[src/inc/ifb_pkg.sv]
// Package: register map, field layouts and bus types of the flag bank
package ifb_pkg;

    localparam logic [11:0] OFF_FLAG2 = 12'h000;
    localparam logic [11:0] OFF_FLAG3 = 12'h004;
    localparam logic [11:0] OFF_ENABLE2 = 12'h008;
    localparam logic [11:0] OFF_ENABLE3 = 12'h00c;
    localparam logic [11:0] OFF_SUMMARY = 12'h010;
    localparam logic [11:0] OFF_MASK = 12'h014;

    // Implemented bit masks; other positions read as zero
    localparam logic [15:0] FLAG2_IMPL = 16'hdfff;
    localparam logic [15:0] FLAG3_IMPL = 16'ha7ff;
    localparam logic [15:0] REG_RESET = 16'h0000;

    // Third register bit positions
    localparam int B3_PWM_FAULT_A = 15;
    localparam int B3_DMA_CH5 = 13;
    localparam int B3_ENCODER = 10;
    localparam int B3_PWM_ERROR = 9;
    localparam int B3_CAN2_EVENT = 8;
    localparam int B3_CAN2_RX = 7;
    localparam int B3_EXT_PIN4 = 6;
    localparam int B3_EXT_PIN3 = 5;
    localparam int B3_TIMER9 = 4;
    localparam int B3_TIMER8 = 3;
    localparam int B3_I2C2_MASTER = 2;
    localparam int B3_I2C2_SLAVE = 1;
    localparam int B3_TIMER7 = 0;

    // Second register bit positions
    localparam int B2_TIMER6 = 15;
    localparam int B2_DMA_CH4 = 14;
    localparam int B2_OC8 = 12;
    localparam int B2_IC6 = 8;
    localparam int B2_DMA_CH3 = 4;
    localparam int B2_CAN1_EVENT = 3;
    localparam int B2_CAN1_RX = 2;
    localparam int B2_SPI2_EVENT = 1;
    localparam int B2_SPI2_ERROR = 0;

    // Summary status bits
    localparam int SUM_BANK2 = 0;
    localparam int SUM_BANK3 = 1;
    localparam logic [1:0] SUM_IMPL = 2'h3;

    localparam logic [1:0] HTRANS_NONSEQ = 2'h2;
    localparam logic [2:0] HSIZE_WORD = 3'h2;

    typedef struct packed {
        logic [15:0] bank2;
        logic [15:0] bank3;
    } ifb_events_s;

    typedef struct packed {
        logic [31:0] haddr;
        logic [1:0] htrans;
        logic hwrite;
        logic [2:0] hsize;
        logic hsel;
        logic hready;
    } ifb_ahb_req_s;

    typedef enum logic [1:0] {
        ST_IDLE = 2'b01,
        ST_DATA = 2'b10
    } ifb_state_e;

endpackage

[src/hdl/ifb_bank.sv]
// Interrupt flag and enable bank behind an AHB-Lite slave port
import ifb_pkg::*;

// Function
// - A flag reads one once its source raised a request, else zero.
// - An enable of one passes its source's request to irq_pending; zero blocks it there, but the summary bit still sets.
// - Unimplemented flag and enable positions always read as zero.
// - All implemented flag and enable bits are read/write, zero at reset.
// - Third enable upper byte: fault A 15, DMA5 13, encoder 10, PWM 9, CAN2 8.
// - Third enable lower byte: CAN2 rx, pins 4/3, timers 9/8, I2C2, timer7.
// - Third flag register shares the third enable layout; CAN2 rx at 7.
// - External pin 3 flag at bit 5, pin 4 flag at bit 6.
module ifb_bank (
    input wire logic hclk,
    input wire logic hresetn,
    input wire ifb_pkg::ifb_ahb_req_s ahb_req,
    input wire logic [31:0] hwdata,
    output logic [31:0] hrdata,
    output logic hreadyout,
    output logic hresp,
    input wire ifb_pkg::ifb_events_s events,
    output ifb_pkg::ifb_events_s irq_pending,
    output logic irq
);
    import ifb_pkg::*;

    // Implemented positions, assembled from the named source positions;
    // a position moved in the package moves the bit here as well
    localparam logic [15:0] MAP2 =
        (16'h0001 << B2_TIMER6) |
        (16'h0001 << B2_DMA_CH4) |
        (16'h0001 << B2_OC8) |
        (16'h0001 << (B2_OC8 - 1)) |
        (16'h0001 << (B2_OC8 - 2)) |
        (16'h0001 << (B2_OC8 - 3)) |
        (16'h0001 << B2_IC6) |
        (16'h0001 << (B2_IC6 - 1)) |
        (16'h0001 << (B2_IC6 - 2)) |
        (16'h0001 << (B2_IC6 - 3)) |
        (16'h0001 << B2_DMA_CH3) |
        (16'h0001 << B2_CAN1_EVENT) |
        (16'h0001 << B2_CAN1_RX) |
        (16'h0001 << B2_SPI2_EVENT) |
        (16'h0001 << B2_SPI2_ERROR);

    // Third bank: flags and enables share this one layout
    localparam logic [15:0] MAP3 =
        (16'h0001 << B3_PWM_FAULT_A) |
        (16'h0001 << B3_DMA_CH5) |
        (16'h0001 << B3_ENCODER) |
        (16'h0001 << B3_PWM_ERROR) |
        (16'h0001 << B3_CAN2_EVENT) |
        (16'h0001 << B3_CAN2_RX) |
        (16'h0001 << B3_EXT_PIN4) |
        (16'h0001 << B3_EXT_PIN3) |
        (16'h0001 << B3_TIMER9) |
        (16'h0001 << B3_TIMER8) |
        (16'h0001 << B3_I2C2_MASTER) |
        (16'h0001 << B3_I2C2_SLAVE) |
        (16'h0001 << B3_TIMER7);

    logic [15:0] flag2;
    logic [15:0] flag3;
    logic [15:0] enable2;
    logic [15:0] enable3;
    logic [1:0] summary;
    logic [1:0] mask;
    logic [15:0] next_flag2;
    logic [15:0] next_flag3;
    logic [15:0] next_enable2;
    logic [15:0] next_enable3;
    logic [1:0] next_summary;
    logic [1:0] next_mask;
    ifb_events_s next_pending;
    logic next_irq;

    ifb_state_e state;
    ifb_state_e next_state;
    logic [11:0] addr;
    logic [11:0] next_addr;
    logic wr;
    logic next_wr;
    logic [31:0] next_hrdata;

    logic take;
    logic wr_flag2;
    logic wr_flag3;
    logic wr_en2;
    logic wr_en3;
    logic wr_sum;
    logic wr_mask;
    logic [15:0] wd;
    logic [1:0] sum_event;
    wire logic [15:0] set2;
    wire logic [15:0] set3;

    // Per-bit source qualification: an event reaches only an implemented
    // bit, so unused positions can never be set from outside
    for (genvar b = 0; b < 16; b++) begin : g_src
        assign set2[b] = events.bank2[b] & MAP2[b];
        assign set3[b] = events.bank3[b] & MAP3[b];
    end

    // Bus front end: one address phase, zero-wait data phase
    always_comb begin
        take = ahb_req.hsel && ahb_req.hready &&
            ahb_req.htrans == HTRANS_NONSEQ;
        next_state = state;
        next_addr = addr;
        next_wr = wr;
        unique case (state)
            ST_IDLE: begin
                if (take) begin
                    next_state = ST_DATA;
                end
            end
            ST_DATA: begin
                if (!take) begin
                    next_state = ST_IDLE;
                end
            end
        endcase
        if (take) begin
            next_addr = ahb_req.haddr[11:0];
            next_wr = ahb_req.hwrite;
        end else if (state == ST_DATA) begin
            next_wr = 1'b0;
        end
    end

    always_ff @(posedge hclk or negedge hresetn) begin
        if (!hresetn) begin
            state <= ST_IDLE;
            addr <= 12'h000;
            wr <= 1'b0;
        end else begin
            state <= next_state;
            addr <= next_addr;
            wr <= next_wr;
        end
    end

    // Write strobes in the data phase
    always_comb begin
        wd = hwdata[15:0];
        wr_flag2 = state == ST_DATA && wr && addr == OFF_FLAG2;
        wr_flag3 = state == ST_DATA && wr && addr == OFF_FLAG3;
        wr_en2 = state == ST_DATA && wr && addr == OFF_ENABLE2;
        wr_en3 = state == ST_DATA && wr && addr == OFF_ENABLE3;
        wr_sum = state == ST_DATA && wr && addr == OFF_SUMMARY;
        wr_mask = state == ST_DATA && wr && addr == OFF_MASK;
    end

    // Second flag bank: a write stores the value, a source event sets
    always_comb begin
        next_flag2 = flag2;
        if (wr_flag2) begin
            next_flag2 = wd & MAP2;
        end
        // Source events win over a same-cycle software clear
        next_flag2 = next_flag2 | set2;
    end

    always_ff @(posedge hclk or negedge hresetn) begin
        if (!hresetn) begin
            flag2 <= REG_RESET;
        end else begin
            flag2 <= next_flag2;
        end
    end

    // Third flag bank: same behaviour, third layout
    always_comb begin
        next_flag3 = flag3;
        if (wr_flag3) begin
            next_flag3 = wd & MAP3;
        end
        // Source events win over a same-cycle software clear
        next_flag3 = next_flag3 | set3;
    end

    always_ff @(posedge hclk or negedge hresetn) begin
        if (!hresetn) begin
            flag3 <= REG_RESET;
        end else begin
            flag3 <= next_flag3;
        end
    end

    // Second enable bank, laid out like the second flags
    always_comb begin
        next_enable2 = enable2;
        if (wr_en2) begin
            next_enable2 = wd & MAP2;
        end
    end

    always_ff @(posedge hclk or negedge hresetn) begin
        if (!hresetn) begin
            enable2 <= REG_RESET;
        end else begin
            enable2 <= next_enable2;
        end
    end

    // Third enable bank
    always_comb begin
        next_enable3 = enable3;
        if (wr_en3) begin
            next_enable3 = wd & MAP3;
        end
    end

    always_ff @(posedge hclk or negedge hresetn) begin
        if (!hresetn) begin
            enable3 <= REG_RESET;
        end else begin
            enable3 <= next_enable3;
        end
    end

    // Summary status: sticky per bank, write one to clear, set wins
    always_comb begin
        sum_event[SUM_BANK2] = |set2;
        sum_event[SUM_BANK3] = |set3;
        next_summary = summary;
        if (wr_sum) begin
            next_summary = summary & ~wd[1:0];
        end
        next_summary = (next_summary | sum_event) & SUM_IMPL;
    end

    always_ff @(posedge hclk or negedge hresetn) begin
        if (!hresetn) begin
            summary <= 2'h0;
        end else begin
            summary <= next_summary;
        end
    end

    // Summary mask
    always_comb begin
        next_mask = mask;
        if (wr_mask) begin
            next_mask = wd[1:0] & SUM_IMPL;
        end
    end

    always_ff @(posedge hclk or negedge hresetn) begin
        if (!hresetn) begin
            mask <= 2'h0;
        end else begin
            mask <= next_mask;
        end
    end

    // Pending view and interrupt line follow the next values, so they
    // change on the same edge as the flags they come from
    always_comb begin
        next_pending.bank2 = next_flag2 & next_enable2;
        next_pending.bank3 = next_flag3 & next_enable3;
        next_irq = |(next_summary & next_mask) ||
            (|next_pending.bank2) || (|next_pending.bank3);
    end

    always_ff @(posedge hclk or negedge hresetn) begin
        if (!hresetn) begin
            irq_pending <= '0;
            irq <= 1'b0;
        end else begin
            irq_pending <= next_pending;
            irq <= next_irq;
        end
    end

    // Read data registered at address phase for the data phase
    always_comb begin
        next_hrdata = 32'h0000_0000;
        if (take && !ahb_req.hwrite) begin
            unique case (ahb_req.haddr[11:0])
                OFF_FLAG2: next_hrdata = {16'h0000, flag2};
                OFF_FLAG3: next_hrdata = {16'h0000, flag3};
                OFF_ENABLE2: next_hrdata = {16'h0000, enable2};
                OFF_ENABLE3: next_hrdata = {16'h0000, enable3};
                OFF_SUMMARY: next_hrdata = {30'h0, summary};
                OFF_MASK: next_hrdata = {30'h0, mask};
                default: next_hrdata = 32'h0000_0000;
            endcase
        end
    end

    always_ff @(posedge hclk or negedge hresetn) begin
        if (!hresetn) begin
            hrdata <= 32'h0000_0000;
            hreadyout <= 1'b1;
            hresp <= 1'b0;
        end else begin
            hrdata <= next_hrdata;
            hreadyout <= 1'b1;
            hresp <= 1'b0;
        end
    end

endmodule // ifb_bank

[config.mk]
export PLATFORM = sky130hd
export DESIGN_NAME = ifb_bank
export DESIGN_NICKNAME = d
export VERILOG_FILES = /design/src/inc/ifb_pkg.sv /design/src/hdl/ifb_bank.sv
export SDC_FILE = /design/constraint.sdc
export NUM_CORES = 1
export LEC_CHECK = 0
export BUFFER_PORTS_ARGS = -buffer_cell sky130_fd_sc_hd__buf_4
export CORE_ASPECT_RATIO = 0.6
export CORE_MARGIN = 2
export CORE_UTILIZATION = 35
export DETAILED_ROUTE_END_ITERATION = 12
export PLACE_DENSITY_LB_ADDON = 0.3
export RECOVER_POWER = 100
export SLEW_MARGIN = 20
export SYNTH_ARGS = -nofsm -noshare
export SYNTH_HDL_FRONTEND = slang
export SYNTH_SLANG_ARGS = --single-unit
[constraint.sdc]
create_clock -name hclk -period 10.3 [get_ports hclk]
set_input_delay 0.515 -clock hclk [delete_from_list [all_inputs] [get_ports hclk]]
set_output_delay 0.515 -clock hclk [all_outputs]
set_load 0.005 [all_outputs]
Word level (Yosys, flattened, before mapping)
Cells that the tools add are included.
Widths: inputs -> output; s select.
{ "word_totals": {"reg_bits": 148, "in_bits": 106, "out_inout_bits": 67, "elab_cells": 71} }
{ "op_classes": {"n_eq_ne": 15, "muxes": 13, "bitwise": 8, "n_reduce_logical": 22} }
{ "op_table": {"columns": ["op", "count"], "rows": [
  ["$pmux 16 s6", 1],
  ["$mux 16", 4],
  ["$eq 12x4->1 const B", 4],
  ["$eq 12x5->1 const B", 4],
  ["$and 16x16->16", 2],
  ["$mux 32", 1],
  ["$or 16x16->16", 2],
  ["$reduce_or 16->1", 2],
  ["$eq 12x3->1 const B", 2],
  ["$logic_not 12->1", 2],
  ["$reduce_or 15->1", 1],
  ["$reduce_or 13->1", 1],
  ["$logic_and 1x1->1", 10],
  ["$mux 2", 4],
  ["$and 2x2->2", 2],
  ["$eq 2x2->1 const B", 2],
  ["$ne 2x2->1 const B", 2],
  ["$pmux 2 s2", 1],
  ["$eq 2x1->1 const B", 1],
  ["$logic_or 1x1->1", 2],
  ["$mux 1", 2],
  ["$not 2->2", 1],
  ["$or 2x2->2", 1],
  ["$reduce_and 2->1", 1],
  ["other kinds (3)", 3]
]} }

Logic depth before layout (Yosys ltp)
{ "logic_depth": {"word_depth": 9, "mapped_depth": 10, "ltp_nobuf": 7} }

Worst setup path before layout
OpenSTA, ideal clock, no wires.
{ "synth_path": {"kind": "register to register", "startpoint": "reg addr[0]", "endpoint": "reg irq", "setup_time_ns": 0.131, "arrival_time_ns": 3.383, "required_ns": 10.169, "slack_ns": 6.786, "stages_incl_launch_ff": 10, "path_buffers": 2, "period_less_slack_ns": 3.514, "path_cell_list": "dfrtp_1 or4b_1 buf_2 or4_4 buf_6 mux2_4 a21boi_4 or4_1 or4b_1 or3_1"} }
{ "synth_lines": {"columns": ["item", "line_no", "source"], "rows": [
  ["start: declaration", "ifb_bank.sv:79", "logic [11:0] addr;"],
  ["start signal: assignment", "ifb_bank.sv:138", "addr <= next_addr;"],
  ["end signal: assignment", "ifb_bank.sv:272", "irq <= next_irq;"],
  ["end: declaration", "ifb_bank.sv:23", "output logic irq"]
]} }

==> impl_metrics.yaml <==
logic_synthesis:
  synth_edf_count: 0
  synthesized_netlist_cell_count: 567
  largest_family_of_logic_cells_by_synthesized_area: "simple AND/OR/NAND/NOR gates"
  synth_sequential_area_ratio_pct: 53.8
  synth.yosys.warnings: 0
  synth_compound_area_share_pct: 13.5
  synth.lib_cells_used.distinct: 52
  ys_seq_elements: 132
  synth_fa_ha_area_share_pct: 0
  synthArstFlopShare_pct: 100
  synth_area_leader_cell: "dfrtp_1"
  synth_largest_type_area_fraction_pct: 53.4
  synth_xor_xnor_area_share_pct: 0.143
  syn_avg_cell_area_um2: 10.8
  synth_simple_gate_area_share_pct: 16.7
  main_synth_ff_type: "dfrtp_1"
  post_synthesis_cell_area_mm2: 0.00614
  synthTopCellsByArea: "dfrtp_1 (53%), mux2_2 (9.2%), nor2_1 (4.8%), a211o_1 (2.7%), a222oi_1 (2.3%)"
  muxShareOfSynthArea_pct: 10.6
sta:
  hold_viol: 0
  number_of_slew_limit_violations_in_the_final_report: 154
  timing.final.setup_violations: 0
  relSlewSlack_pct: -120
  worst_clock_skew_ns: 0.00925
  setup_tns_ns: 0
  setup_repair_after_global_routing_missed_its_margin: "false"
  worst_hold_slack_ns: 0.314
  worst_slew_pin_slew_ns: 3.25
  maxClockFrequency_mhz: 220
  period_utilisation_layout_pct: 44.1
  finalCriticalPeriod_ns: 4.54
pwr:
  power.switching_uw: 321
  worst_ir_drop_vdd_v: 0.000135
  pint_uw: 986
  clkPwrFrac_pct: 47.2
  static-leakage-power_nw: 3.22
  pwr-share-seq_pct: 43.6
  p_comb_share_pct: 9.2
  power_per_cell_area_mw_per_mm2: 170
  p_total_mw: 1.31
  switching_share_pct: 24.6
worst_setup_path:
  critical_path_peak_fanout: 42
  cpPeakStageDelay_ns: 1.05
  worst_setup_path_start_kind: "register"
  worst_ep_required_time_ns: 10.59
  cp.buffers_inverters: 1
  worstSetupEndpointType: "register"
  setup.worst_path.class: "reg2reg"
  cpLargestDelayFamily: "simple AND/OR/NAND/NOR gates"
  critPathArrivalTime_ns: 4.83
  critical_path.cell_chain: "nor4b_1 > nand4_1 > clkbuf_1 > o21ai_0 > a21oi_1 > or4_1 > or4b_1 > or3_1"
  critPathSlowestCell: "nor4b_1"
clock_network:
  cts_buffer_depth: 2
  post_cts_hold_buffer_count: 0
  cts_tree: "built"
  cts_resized: 0
  clk_latency_ns: 0.42
  total_clock_buffers_created_by_cts: 17
  cts.htree.levels: 4
  root_buffer: "clkbuf_16"
  postCtsSetupRepairBufs: 0
  clock_sink_count: 132
  path_clk_slew_ns: 0.06
drt:
  final_antenna_net_count: 0
  wl_per_cell_um: 20.3
  vias: 5013
  remaining_drcs: 0
  detailedRoute.firstIterationViolations: 438
  wl_mm: 18.7
  detailedRoute.firstPassIterationCount: 7
  route.detailed.vias_per_inst: 5.44
grt:
  globalRouteOverflowTotal: 0
  grt_pass1_vias: 5040
  initial_antenna_violation_count: 0
  global_route_wire_length_before_repair_mm: 29.0
  maximum_number_of_pins_on_one_net_before_global_route_repair: 74
  groute.usage.overall_pct: 20.8
cells_and_area:
  antenna-diode-count: 0
  area_growth_syn_to_layout_pct: 25.1
  finish.net_count: 780
  final_layout_size_suffix_gt1_share_pct: 27.2
  final-instance-count-excl-fill: 921
placed_design:
  routability_congestion_estimate: 0.878
  dpl.cell_count: 889
  io_buffer_count: 111
  detailedPlacementHpwl_mm: 13.3
floorplan:
  starting_utilization_of_the_core_area_pct: 35.8
  top_level_ports: 173
  floorplan.rows: 37
  die_h_um: 107
  dieWidth_um: 175
  design.core.area_mm2: 0.0172
  design.die.area_mm2: 0.0187
outcome:
  failed_checks: "max-capacitance violations, max-slew violations"
  run_status: "finished with violations"
hold_path:
  min_path_type: "in2reg"
run:
  number_of_maximum_capacitance_constraint_violations: 4
## power by group through the flow
| stage | logic (mW) | registers (mW) | clock network, mW |
|---|---|---|---|
| floorplan | 0.0651 | 0.573 | 0 |
| global placement | 0.119 | 0.577 | 0 |
| detailed placement | 0.123 | 0.580 | 0 |
| CTS | 0.123 | 0.571 | 0.627 |
| global route | 0.132 | 0.575 | 0.654 |
| finish | 0.120 | 0.571 | 0.617 |
## per-stage QoR
step                util [%]  area (um^2)  setup WS, ns
floorplan                  -         6200          6.79
global placement        41.8         7170          6.45
detailed placement      41.8         7170          6.41
CTS                     45.3         7770          6.37
global route            44.7         7680          5.44
finish                  44.7         7680          5.76
## layout by cell type (no fill, tap or decap), types with 5 or more instances in the layout
master	instances
dfrtp_1	131
nor2_1	78
buf_4	61
mux2_2	45
clkbuf_4	45
nand2_1	26
inv_1	19
a211o_1	19
o21ai_0	18
a21oi_1	18
conb_1	18
clkbuf_16	17
a222oi_1	14
clkbuf_1	13
nor3_1	12
nor4_1	12
o2bb2ai_1	12
and2_0	10
nand4_1	9
nand3b_1	8
mux2i_1	7
mux2_1	6
o22ai_1	6
or3_1	6
nor4b_1	5
o21a_1	5
nor2b_1	5
a211oi_1	5
## Yosys cell counts, drive strengths merged (6+ instances only)
cell type and n:
and2 14, o21ai 18, inv 19, o2bb2ai 12, o22ai 6, mux2i 7
nor2 78, nor3 12, buf 21, a211o 19, nand2 26, nand3b 8
a222oi 14, nand4 9, dfrtp 131, mux2 51, or3 6, nor4 14
a21oi 18, clkbuf 25
## flip-flops by register name (all words and copies together), names as in the netlist
register / count
flag2: 16
enable2: 16
flag3: 16
state: 2
enable3: 16
irq: 1
mask: 2
summary: 2
irq_pending: 32
wr: 1
addr: 12
hrdata: 16
## cells by family (layout without fill, tap and decap cells)
group / Yosys count / count (layout)
xor gates and xnor gates: 1 / 1
muxes: 58 / 58
other: 2 / 18
DFF: 132 / 132
AOI/OAI and AO/OA: 111 / 111
and+or+nand+nor: 198 / 198
buffers and inverters: 65 / 169
## final timing paths
kind / startpoint / to / slack [ns] / depth (start not counted)
min: events[16] / flag2[0] / 0.31 / 2
max in group asynchronous: hresetn / irq / 6.88 / 2
min in group asynchronous: hresetn / irq_pending[29] / 1.18 / 1
min reg2reg: enable2[12] / enable2[12] / 0.49 / 2
max reg2reg: addr[0] / irq / 5.76 / 8
max: addr[0] / irq / 5.76 / 8
## layer usage
metal | routed length [um] | share of wire, % | vias to the layer above | track usage (%)
met3 | 1640 | 8.8 | 17 | 6.28
met5 | 0 | 0 | - | 0
li1 | - | - | 2248 | -
met1 | 8920 | 48 | 2506 | 29.6
met2 | 7970 | 43 | 242 | 30.2
met4 | 163 | 0.87 | 0 | 6.85
## final cells by class
cell class,instances,area [um^2]
flip-flops and latches,132,3300
multi-input cells,386,2570
well taps,234,293
fillers,1600,9490
clock inverters,13,158
repair buffers,118,841
clock buffers,19,443
inverters,19,71.3
Note: power is estimated with default switching activity, not from simulation.
